## src/hdl/fdc_status_pkg.sv

```systemverilog
package fdc_status_pkg;

  // Register field positions
  localparam int OUTREG_DRIVE_LO = 0;
  localparam int OUTREG_RESET_BIT = 2;
  localparam int OUTREG_DMA_BIT = 3;
  localparam int DSR_RATE_LO = 0;
  localparam int DSR_PWRDN_BIT = 6;
  localparam int DSR_RESET_BIT = 7;
  localparam int CFG3_VARIANT_BIT = 5;
  localparam int CFG3_IDENT_BIT = 6;

  // Reset values and bad track ID
  localparam logic [7:0] CFG3_RESET = 8'h40;
  localparam logic [1:0] RATE_RESET = 2'h2;
  localparam logic [7:0] BAD_TRACK_ID = 8'hFF;

  // Status byte 2 and 3 fixed patterns
  localparam logic [7:0] ST2_ZERO_MASK = 8'h8C;
  localparam logic [7:0] ST3_ONE_BITS = 8'h28;

  typedef enum logic [2:0] {
    MODE_IDENT = 3'h1,
    MODE_VARIANT = 3'h2,
    MODE_PLAIN = 3'h4
  } op_mode_t;

  typedef struct packed {
    logic unused7;
    logic control_mark;
    logic data_field_crc_error;
    logic wrong_track_flag;
    logic unused3;
    logic unused2;
    logic bad_track_flag;
    logic missing_data_mark_flag;
  } status_two_t;

  typedef struct packed {
    logic unused7;
    logic write_protect_flag;
    logic one5;
    logic track_zero_flag;
    logic one3;
    logic head_flag;
    logic [1:0] drive_select_status;
  } status_three_t;

  typedef struct packed {
    logic int_oe;
    logic drq_oe;
    logic tc_active_high;
    logic density_active_high;
    logic dma_bit_valid;
  } mode_ctl_t;

endpackage

```

## src/hdl/floppy_status_reset_mode.sv

```systemverilog
// Function
// [RULE_01] Set status-two bit 6 when read meets the opposite data mark kind.
// [RULE_02] Set status-two bit 5 on data field checksum mismatch.
// [RULE_03] Set status-two bit 4 when ID track differs from internal track.
// [RULE_04] Set status-two bit 1 when ID track differs and equals FF.
// [RULE_05] Set status-two bit 0 when no data or deleted-data mark found.
// [RULE_06] Status-two bits 7,3,2 and status-three bit 7 always zero.
// [RULE_07] Status-three bits 5 and 3 always one.
// [RULE_08] Status-three bit 6 mirrors write protect, bit 4 track zero.
// [RULE_09] Status-three bit 2 mirrors head select, bits 1,0 drive selects.
// [RULE_10] Pin, output-register and data-rate resets all act and end power-down.
// [RULE_11] Any reset aborts operations and returns to idle.
// [RULE_12] Leaving reset clears configure settings, waits, and restarts polling.
// [RULE_13] Pin reset clears everything except specify-command values.
// [RULE_14] Pin reset sets output-register reset bit; host must clear it.
// [RULE_15] Data-rate reset self-clears; output-register reset holds and has precedence.
// [RULE_16] Software resets reset core, drive status and FIFO logic.
// [RULE_17] Mode comes from configuration register 3 bits 6 and 5.
// [RULE_18] Identity high: DMA enable valid, pins may float, TC and density high.
// [RULE_19] Identity low, variant high: enable ignored, pins driven, TC, density low.
// [RULE_20] Both low: enable valid, pins may float, TC high, density low.
// [RULE_21] Specify-enabled DMA raises request; acknowledge alone reaches the FIFO.
// [RULE_22] Verify pseudo read on acknowledge only with FIFO off and read active.
// [RULE_23] Density pin high after pin reset, untouched by software resets.
// [RULE_24] Status bytes are returned as result-phase data register reads.
`timescale 1ns/1ps
`default_nettype none
module floppy_status_reset_mode
  import fdc_status_pkg::*;
(
  // Clock and resets
  input wire logic clk_sys,
  input wire logic resetn,
  input wire logic power_on_resetn,
  // Host register writes
  input wire logic digital_output_reg_wr,
  input wire logic dsr_wr,
  input wire logic cfg3_wr,
  input wire logic [7:0] host_wdata,
  // Command engine events
  input wire logic specify_wr,
  input wire logic specify_dma,
  input wire logic configure_wr,
  input wire logic configure_fifo_en,
  input wire logic configure_poll_dis,
  input wire logic cmd_start,
  input wire logic cmd_done,
  input wire logic read_cmd_active,
  input wire logic read_deleted_cmd,
  input wire logic mark_seen,
  input wire logic mark_deleted,
  input wire logic data_crc_err,
  input wire logic id_valid,
  input wire logic [7:0] id_track,
  input wire logic [7:0] cur_track,
  input wire logic mark_missing,
  input wire logic xfer_req,
  input wire logic int_req,
  // Result reads
  input wire logic result_rd,
  input wire logic result_sel,
  output logic [7:0] result_data_q,
  output logic result_valid_q,
  // Drive pins
  input wire logic write_protect_pin,
  input wire logic track_zero_pin,
  input wire logic head_select_pin,
  input wire logic [1:0] drive_select_pin,
  output logic density_select_pin_q,
  // Host side pins
  input wire logic tc_pin,
  input wire logic dack_n,
  input wire logic verify_cycle,
  output logic floppy_interrupt_q,
  output logic floppy_interrupt_oe_q,
  output logic floppy_dma_request_q,
  output logic floppy_dma_request_oe_q,
  // Core status
  output logic core_reset_q,
  output logic power_down_q,
  output logic op_active_q,
  output logic poll_enable_q,
  output logic fifo_enable_q,
  output logic fifo_access_q,
  output logic tc_seen_q,
  output logic pseudo_read_q,
  output logic verify_refused_q
);

  // Register state
  logic outreg_reset_q, outreg_reset_d;
  logic outreg_dma_q, outreg_dma_d;
  logic dsr_reset_q, dsr_reset_d;
  logic [1:0] rate_q, rate_d;
  logic [7:0] cfg3_q, cfg3_d;
  logic specify_dma_q, specify_dma_d;
  logic density_d, power_down_d, core_reset_d;
  logic op_active_d, poll_enable_d, fifo_enable_d;
  op_mode_t mode;
  mode_ctl_t mctl;
  logic soft_reset, any_reset, dma_allowed, tc_active, high_density;

  // Mode decode
  always_comb
  begin
    if (cfg3_q[CFG3_IDENT_BIT]) // RULE_17
      mode = MODE_IDENT;
    else if (cfg3_q[CFG3_VARIANT_BIT])
      mode = MODE_VARIANT;
    else
      mode = MODE_PLAIN;
    case (mode)
      MODE_IDENT: mctl = '{int_oe: 1'b0, drq_oe: 1'b0, tc_active_high: 1'b1,
                        density_active_high: 1'b1, dma_bit_valid: 1'b1}; // RULE_18
      MODE_VARIANT: mctl = '{int_oe: 1'b1, drq_oe: 1'b1, tc_active_high: 1'b0,
                         density_active_high: 1'b0, dma_bit_valid: 1'b0}; // RULE_19
      MODE_PLAIN: mctl = '{int_oe: 1'b0, drq_oe: 1'b0, tc_active_high: 1'b1,
                         density_active_high: 1'b0, dma_bit_valid: 1'b1}; // RULE_20
      default: mctl = '{int_oe: 1'b0, drq_oe: 1'b0, tc_active_high: 1'b1,
                        density_active_high: 1'b1, dma_bit_valid: 1'b1};
    endcase
  end

  // Reset sources
  always_comb
  begin
    soft_reset = outreg_reset_q || dsr_reset_q; // RULE_16
    any_reset = !resetn || soft_reset; // RULE_10
    outreg_reset_d = outreg_reset_q;
    outreg_dma_d = outreg_dma_q;
    dsr_reset_d = 1'b0; // RULE_15
    rate_d = rate_q;
    cfg3_d = cfg3_q;
    if (digital_output_reg_wr)
    begin
      outreg_reset_d = !host_wdata[OUTREG_RESET_BIT]; // RULE_14
      outreg_dma_d = host_wdata[OUTREG_DMA_BIT];
    end
    if (dsr_wr)
    begin
      dsr_reset_d = host_wdata[DSR_RESET_BIT];
      rate_d = host_wdata[DSR_RATE_LO +: 2];
    end
    if (cfg3_wr)
      cfg3_d = host_wdata;
  end

  always_ff @(posedge clk_sys)
  begin
    if (!resetn)
    begin
      outreg_reset_q <= 1'b1; // RULE_14
      outreg_dma_q <= 1'b0;
      dsr_reset_q <= 1'b0;
      rate_q <= RATE_RESET;
      cfg3_q <= CFG3_RESET; // RULE_13
    end
    else
    begin
      outreg_reset_q <= outreg_reset_d;
      outreg_dma_q <= outreg_dma_d;
      dsr_reset_q <= dsr_reset_d;
      rate_q <= rate_d;
      cfg3_q <= cfg3_d;
    end
  end

  // Specify values survive the pin reset
  always_comb
  begin
    specify_dma_d = specify_wr ? specify_dma : specify_dma_q;
  end

  always_ff @(posedge clk_sys)
  begin
    if (!power_on_resetn)
      specify_dma_q <= 1'b0;
    else
      specify_dma_q <= specify_dma_d; // RULE_13
  end

  // Core state: abort, power-down, configure settings
  always_comb
  begin
    core_reset_d = soft_reset; // RULE_15
    op_active_d = op_active_q;
    poll_enable_d = poll_enable_q;
    fifo_enable_d = fifo_enable_q;
    power_down_d = power_down_q;
    if (dsr_wr && host_wdata[DSR_PWRDN_BIT])
      power_down_d = 1'b1;
    if (cmd_start)
      op_active_d = 1'b1;
    if (cmd_done)
      op_active_d = 1'b0;
    if (configure_wr)
    begin
      fifo_enable_d = configure_fifo_en;
      poll_enable_d = !configure_poll_dis;
    end
    if (soft_reset)
    begin
      op_active_d = 1'b0; // RULE_11
      power_down_d = 1'b0; // RULE_10
      fifo_enable_d = 1'b0; // RULE_12
      poll_enable_d = 1'b1;
    end
  end

  always_ff @(posedge clk_sys)
  begin
    if (!resetn)
    begin
      core_reset_q <= 1'b1;
      op_active_q <= 1'b0; // RULE_11
      power_down_q <= 1'b0;
      fifo_enable_q <= 1'b0; // RULE_12
      poll_enable_q <= 1'b1;
    end
    else
    begin
      core_reset_q <= core_reset_d;
      op_active_q <= op_active_d;
      power_down_q <= power_down_d;
      fifo_enable_q <= fifo_enable_d;
      poll_enable_q <= poll_enable_d;
    end
  end

  // Density pin follows rate writes only
  always_comb
  begin
    high_density = (rate_d != RATE_RESET);
    density_d = density_select_pin_q;
    if (dsr_wr)
      density_d = mctl.density_active_high ? high_density : !high_density;
  end

  always_ff @(posedge clk_sys)
  begin
    if (!resetn)
      density_select_pin_q <= 1'b1; // RULE_23
    else
      density_select_pin_q <= density_d;
  end

  // DMA, interrupt, acknowledge and verify
  logic drq_d, int_d, drq_oe_d, int_oe_d, fifo_acc_d, tc_seen_d, pseudo_d, refused_d;
  always_comb
  begin
    dma_allowed = specify_dma_q && (!mctl.dma_bit_valid || outreg_dma_q);
    tc_active = mctl.tc_active_high ? tc_pin : !tc_pin;
    drq_d = dma_allowed && xfer_req && op_active_q && !any_reset; // RULE_21
    int_d = int_req && !any_reset;
    drq_oe_d = mctl.drq_oe || outreg_dma_q; // RULE_18
    int_oe_d = mctl.int_oe || outreg_dma_q;
    fifo_acc_d = !dack_n && floppy_dma_request_q && !verify_cycle; // RULE_21
    tc_seen_d = tc_active && !dack_n;
    pseudo_d = 1'b0;
    refused_d = 1'b0;
    if (!dack_n && verify_cycle && floppy_dma_request_q)
    begin
      if (!fifo_enable_q && read_cmd_active) // RULE_22
        pseudo_d = 1'b1;
      else
        refused_d = 1'b1;
    end
  end

  always_ff @(posedge clk_sys)
  begin
    if (!resetn)
    begin
      floppy_dma_request_q <= 1'b0;
      floppy_interrupt_q <= 1'b0;
      floppy_dma_request_oe_q <= 1'b0;
      floppy_interrupt_oe_q <= 1'b0;
      fifo_access_q <= 1'b0;
      tc_seen_q <= 1'b0;
      pseudo_read_q <= 1'b0;
      verify_refused_q <= 1'b0;
    end
    else
    begin
      floppy_dma_request_q <= drq_d;
      floppy_interrupt_q <= int_d;
      floppy_dma_request_oe_q <= drq_oe_d;
      floppy_interrupt_oe_q <= int_oe_d;
      fifo_access_q <= fifo_acc_d;
      tc_seen_q <= tc_seen_d;
      pseudo_read_q <= pseudo_d;
      verify_refused_q <= refused_d;
    end
  end

  // Status byte two flags
  status_two_t st2_set, st2_q;
  status_three_t st3;
  logic [7:0] st2_flags;
  logic track_mismatch;
  always_comb
  begin
    track_mismatch = id_valid && (id_track != cur_track);
    st2_set = '0;
    st2_set.control_mark = mark_seen && (mark_deleted != read_deleted_cmd); // RULE_01
    st2_set.data_field_crc_error = data_crc_err; // RULE_02
    st2_set.wrong_track_flag = track_mismatch; // RULE_03
    st2_set.bad_track_flag = track_mismatch && (id_track == BAD_TRACK_ID); // RULE_04
    st2_set.missing_data_mark_flag = mark_missing; // RULE_05
  end

  status_flag_accum u_st2
  (
    .clk_sys(clk_sys),
    .resetn(resetn),
    .clear(cmd_start || soft_reset),
    .set_vec(st2_set),
    .zero_mask(ST2_ZERO_MASK), // RULE_06
    .flags_q(st2_flags)
  );

  // Status byte three mirrors the pins
  logic [7:0] result_d;
  always_comb
  begin
    st2_q = status_two_t'(st2_flags);
    st3 = status_three_t'(ST3_ONE_BITS); // RULE_07
    st3.unused7 = 1'b0; // RULE_06
    st3.write_protect_flag = write_protect_pin; // RULE_08
    st3.track_zero_flag = track_zero_pin; // RULE_08
    st3.head_flag = head_select_pin; // RULE_09
    st3.drive_select_status = drive_select_pin; // RULE_09
    result_d = result_sel ? st3 : st2_q; // RULE_24
  end

  always_ff @(posedge clk_sys)
  begin
    if (!resetn)
    begin
      result_data_q <= 8'h00;
      result_valid_q <= 1'b0;
    end
    else
    begin
      result_data_q <= result_rd ? result_d : result_data_q;
      result_valid_q <= result_rd;
    end
  end

  // Checks
  a_crc_flag_sets: assert property (@(posedge clk_sys) disable iff (!resetn)
    data_crc_err ##1 (!cmd_start && !soft_reset) ##1 (result_rd && !result_sel) |=> result_data_q[5]) // RULE_02
    else $error("crc flag missing");
  a_bad_track: assert property (@(posedge clk_sys) disable iff (!resetn)
    (id_valid && id_track == BAD_TRACK_ID && cur_track != BAD_TRACK_ID) |=> st2_flags[1] && st2_flags[4]) // RULE_04
    else $error("bad track flag missing");
  a_st2_zero_bits: assert property (@(posedge clk_sys) disable iff (!resetn)
    (st2_flags & ST2_ZERO_MASK) == 8'h00) // RULE_06
    else $error("status two reserved bit set");
  a_st3_fixed: assert property (@(posedge clk_sys) disable iff (!resetn)
    (result_rd && result_sel) |=> result_data_q[5] && result_data_q[3] && !result_data_q[7]) // RULE_07
    else $error("status three fixed bits wrong");
  a_st3_pins: assert property (@(posedge clk_sys) disable iff (!resetn)
    (result_rd && result_sel) |=> result_data_q[6] == $past(write_protect_pin)
      && result_data_q[1:0] == $past(drive_select_pin)) // RULE_08
    else $error("status three pin mirror wrong");
  a_dsr_self_clear: assert property (@(posedge clk_sys) disable iff (!resetn)
    dsr_reset_q && !dsr_wr |=> !dsr_reset_q) // RULE_15
    else $error("data rate reset stuck");
  a_outreg_holds: assert property (@(posedge clk_sys) disable iff (!resetn)
    outreg_reset_q && !digital_output_reg_wr |=> outreg_reset_q ##1 core_reset_q) // RULE_14
    else $error("output register reset released alone");
  a_reset_aborts: assert property (@(posedge clk_sys) disable iff (!resetn)
    soft_reset |=> !op_active_q && !power_down_q && poll_enable_q && !fifo_enable_q) // RULE_11
    else $error("reset did not abort");
  a_variant_drives: assert property (@(posedge clk_sys) disable iff (!resetn)
    (mode == MODE_VARIANT) [*2] |-> floppy_dma_request_oe_q && floppy_interrupt_oe_q) // RULE_19
    else $error("pins float in always-driven mode");
  a_drq_needs_dma: assert property (@(posedge clk_sys) disable iff (!resetn)
    floppy_dma_request_q |-> $past(specify_dma_q) && $past(op_active_q)) // RULE_21
    else $error("request without dma enable");
  a_pseudo_gate: assert property (@(posedge clk_sys) disable iff (!resetn)
    pseudo_read_q |-> !$past(fifo_enable_q) && $past(read_cmd_active)) // RULE_22
    else $error("pseudo read when not allowed");
  a_density_soft: assert property (@(posedge clk_sys) disable iff (!resetn)
    (soft_reset && !dsr_wr) |=> $stable(density_select_pin_q)) // RULE_23
    else $error("density changed by software reset");

  c_dsr_reset: cover property (@(posedge clk_sys) disable iff (!resetn) dsr_wr && host_wdata[DSR_RESET_BIT]);
  c_dma_access: cover property (@(posedge clk_sys) disable iff (!resetn) fifo_access_q);
  c_pseudo_read: cover property (@(posedge clk_sys) disable iff (!resetn) pseudo_read_q);
  c_control_mark: cover property (@(posedge clk_sys) disable iff (!resetn) st2_flags[6] ##1 result_valid_q);

endmodule
`default_nettype wire

```

## src/hdl/status_flag_accum.sv

```systemverilog
`timescale 1ns/1ps
`default_nettype none
module status_flag_accum
  import fdc_status_pkg::*;
(
  // Clock and reset
  input wire logic clk_sys,
  input wire logic resetn,
  // Flag control
  input wire logic clear,
  input wire logic [7:0] set_vec,
  input wire logic [7:0] zero_mask,
  // Flag state
  output logic [7:0] flags_q
);

  logic [7:0] flags_d;

  genvar i;
  generate
    for (i = 0; i < 8; i++)
    begin : g_flag
      // Set wins over clear so a same-cycle event is kept
      always_comb
      begin
        if (zero_mask[i])
          flags_d[i] = 1'b0;
        else if (set_vec[i])
          flags_d[i] = 1'b1;
        else if (clear)
          flags_d[i] = 1'b0;
        else
          flags_d[i] = flags_q[i];
      end
    end
  endgenerate

  always_ff @(posedge clk_sys)
  begin
    if (!resetn)
      flags_q <= 8'h00;
    else
      flags_q <= flags_d;
  end

endmodule
`default_nettype wire

```

## config.mk

```make
export PLATFORM = sky130hd
export DESIGN_NAME = floppy_status_reset_mode
export DESIGN_NICKNAME = d
export VERILOG_FILES = /design/src/hdl/fdc_status_pkg.sv /design/src/hdl/floppy_status_reset_mode.sv /design/src/hdl/status_flag_accum.sv
export SDC_FILE = /design/constraint.sdc
export NUM_CORES = 1
export LEC_CHECK = 0
export BUFFER_PORTS_ARGS = -buffer_cell sky130_fd_sc_hd__buf_2
export CORE_MARGIN = 3
export CORE_UTILIZATION = 40
export CTS_BUF_LIST = sky130_fd_sc_hd__clkbuf_16
export CTS_CLUSTER_SIZE = 40
export DETAILED_ROUTE_END_ITERATION = 10
export PLACE_DENSITY = 0.8
export SETUP_SLACK_MARGIN = 0.1
export SLEW_MARGIN = 20
export SYNTH_ARGS = -nofsm -noshare
export SYNTH_HDL_FRONTEND = slang
export SYNTH_SLANG_ARGS = --single-unit
```

## constraint.sdc

```tcl
create_clock -name clk_sys -period 1.9 [get_ports clk_sys]
set_input_delay 0.38 -clock clk_sys [delete_from_list [all_inputs] [get_ports clk_sys]]
set_output_delay 0.38 -clock clk_sys [all_outputs]
set_load 0.005 [all_outputs]
```

==> summary.txt <==
Slowest-stage cell, CP - dfxtp_1
Area share of and/or/nand/nor cells after synthesis - 20.0%
Clock transition at path regs - 50 ps
Tmin final - 1150 ps
Max incr delay on CP - 370 ps
Core ar. - 2880 µm²
Max-cap viol count - 0
Final hold violation count - 0
Area Overhead vs Synth - 44.4%
Setup CP Type - reg -> out
Yosys reg bits - 32
H-Tree Depth - 2
Pin count of the biggest net entering global routing - 27
Final WL - 3080 µm
Most flops, register - result_data_q
Commonest non-fill, non-tap cell in the layout - buf_2
Critical Path Fanout Max - 4
Number of I/O pins - 79
Cts repair resizes - 0
Seq/Total Area, Yosys - 50.5%
First-pass GRT wire length - 4990 µm
Synth Area per Inst - 9.83 µm²
Total track usage - 16.3%
Min Hold Slack - 269 ps
Die ar. - 3880 µm²
Largest regs - result_data_q x7, u_st2.flags_q x5, cfg3_q x2
Top-area cell type share of the netlist area - 50.5%
Critical Path RT - 1520 ps
Register area - 641 µm²
Netlist cell types - 27
Final Core Density - 63.6%
Top layer used by detailed routing - met4
Crit path buffers/inverters - 1
Fin crit share - 60.7%
TritonCTS clock tree - built
Post-CTS Repair Setup Buffers - 0
Vias per cell - 4.58
Met2 WL - 1630 µm
Cells after synthesis - 129
Fmax - 868 MHz
PortBufs - 76
Number of global-route vias before repair - 1166
Peak supply drop - 0.000690 V
Leak - 0.921 nW
Nets - 261
Worst reg-to-reg setup slack - 900 ps
Clock Sinks - 32
Initial DRT Pass Iterations - 3
Root Buffer - clkbuf_16
Largest family of logic cells by synthesized area - simple AND/OR/NAND/NOR gates
Initial Util - 44.1%
Max reg flops - 7
Most frequent cells in the layout - buf_2, dfxtp_1, nand2_1
Worst path cell trace - buf_2
Top post-synthesis cells by area - dfxtp_1, mux2i_1, xor2_1, nor2b_1, nand2_1
N_diodes - 0
Post-synthesis xor/xnor area fraction - 7.60%
FILL cells - 284
Area of the multi-input gates - 583 µm²
Layout cells sized above 1 - 41.3%
Hold crit path type - in -> reg
Cell Area, Synth - 1270 µm²
Post-CTS Hold Buffers - 0
Area share of fa/ha/maj cells after synthesis - 0%
Setup TNS - 0 ps
Clk buf depth - 2
Die Ht - 62.3 µm
Routed Antenna Nets - 0
Die width - 62.3 µm
Avg WL per Cell - 12.4 µm
M1 wire length - 1200 µm
Starting DRC count in detailed routing - 13
Std cell rows - 19
Syn Nets - 185
Setup-failing EPs final - 0
Initial antenna violation count - 0
Worst-Skew Late Latency - 270 ps
Critical Path AT - 770 ps
Synth Area in Compound Gates - 9.38%
Slew Limit Fails - 0
Crit end category - output port
Post-DP HPWL - 2390 µm
Grt ovf - 0
DRC - 0
Post-synthesis mux area share - 8.69%
DR vias - 1136
Outcome - finished, final reports clean
Crit start category - flop
Unrepaired setup endpoints after global routing - no
DR WL met3 - 219 µm
Crit path max-delay family - flip-flops
YS warnings - 0
Inserted Clock Buffers - 5
Routability cong. - 0.722
Post-synth top area cell - dfxtp_1
Setup Skew - 1.39 ps
PD cells - 962 nW/µm²
[path summary, 6_finish.rpt]
check | start | to | cells after the start
hold reg to reg | power_down_q | power_down_q | 2
hold / removal | cmd_done | op_active_q | 2
setup / recovery | fifo_enable_q | fifo_enable_q | 1
setup reg to reg | outreg_reset_q | floppy_dma_request_q | 3
[final cells by class]
type / instances / share of cell area (%)
sequential: 32 / 35.0
multi-input combinational: 88 / 31.9
timing repair buffer: 77 / 21.2
clock buffer: 5 / 6.84
tap: 42 / 2.87
clock inverter: 3 / 2.05
inverter: 1 / 0.205
[synthesized netlist by cell type]
cell type / count
nor2_1: 8
a32o_1: 1
nor4_2: 2
nor2b_1: 9
buf_2: 2
a21oi_1: 6
and3_1: 2
mux2i_1: 11
clkbuf_1: 4
a31o_1: 1
a21boi_0: 1
dfxtp_1: 32
nor3b_1: 2
nor3_1: 4
nand2_1: 13
conb_1: 1
o21ai_0: 3
buf_4: 2
xor2_1: 9
a22oi_1: 1
nand4_1: 2
o211a_1: 4
and2_1: 1
nand2b_1: 2
xnor2_1: 2
nand3_1: 3
inv_1: 1
[stage by stage]
stage | instances | setup slack [ps] | power, mW | cell area, µm²
6_report | 248 | 747 | 1.76 | 1830
3_5_place_dp | 240 | 513 | 0.903 | 1670
4_1_cts | 248 | 744 | 1.78 | 1830
2_1_floorplan | 129 | 703 | 0.812 | 1270
3_3_place_gp | 240 | 538 | 0.898 | 1670
5_1_grt | 248 | 705 | 1.83 | 1830
[metal layers]
| metal | vias up | GRT usage [%] |
|---|---|---|
| li1 | 584 | - |
| met1 | 509 | 16.1 |
| met2 | 38 | 30.1 |
| met3 | 5 | 7.39 |
| met4 | 0 | 5.79 |
| met5 | - | 0 |
[logic make-up after synthesis]
kind of cell / Yosys count
compound gates: 17
xor+xnor: 11
buf+inv: 9
flops: 32
mux: 11
other cells: 1
simple gates: 48
[power by group]
part	switching (mW)	internal, mW	total, mW	leakage [nW]
combinational	0.0782	0.0948	0.173	0.579
clock	0.266	0.608	0.874	0.0789
sequential	0.0143	0.701	0.715	0.263
total	0.358	1.40	1.76	0.921
Note: power is estimated with default switching activity, not from simulation.
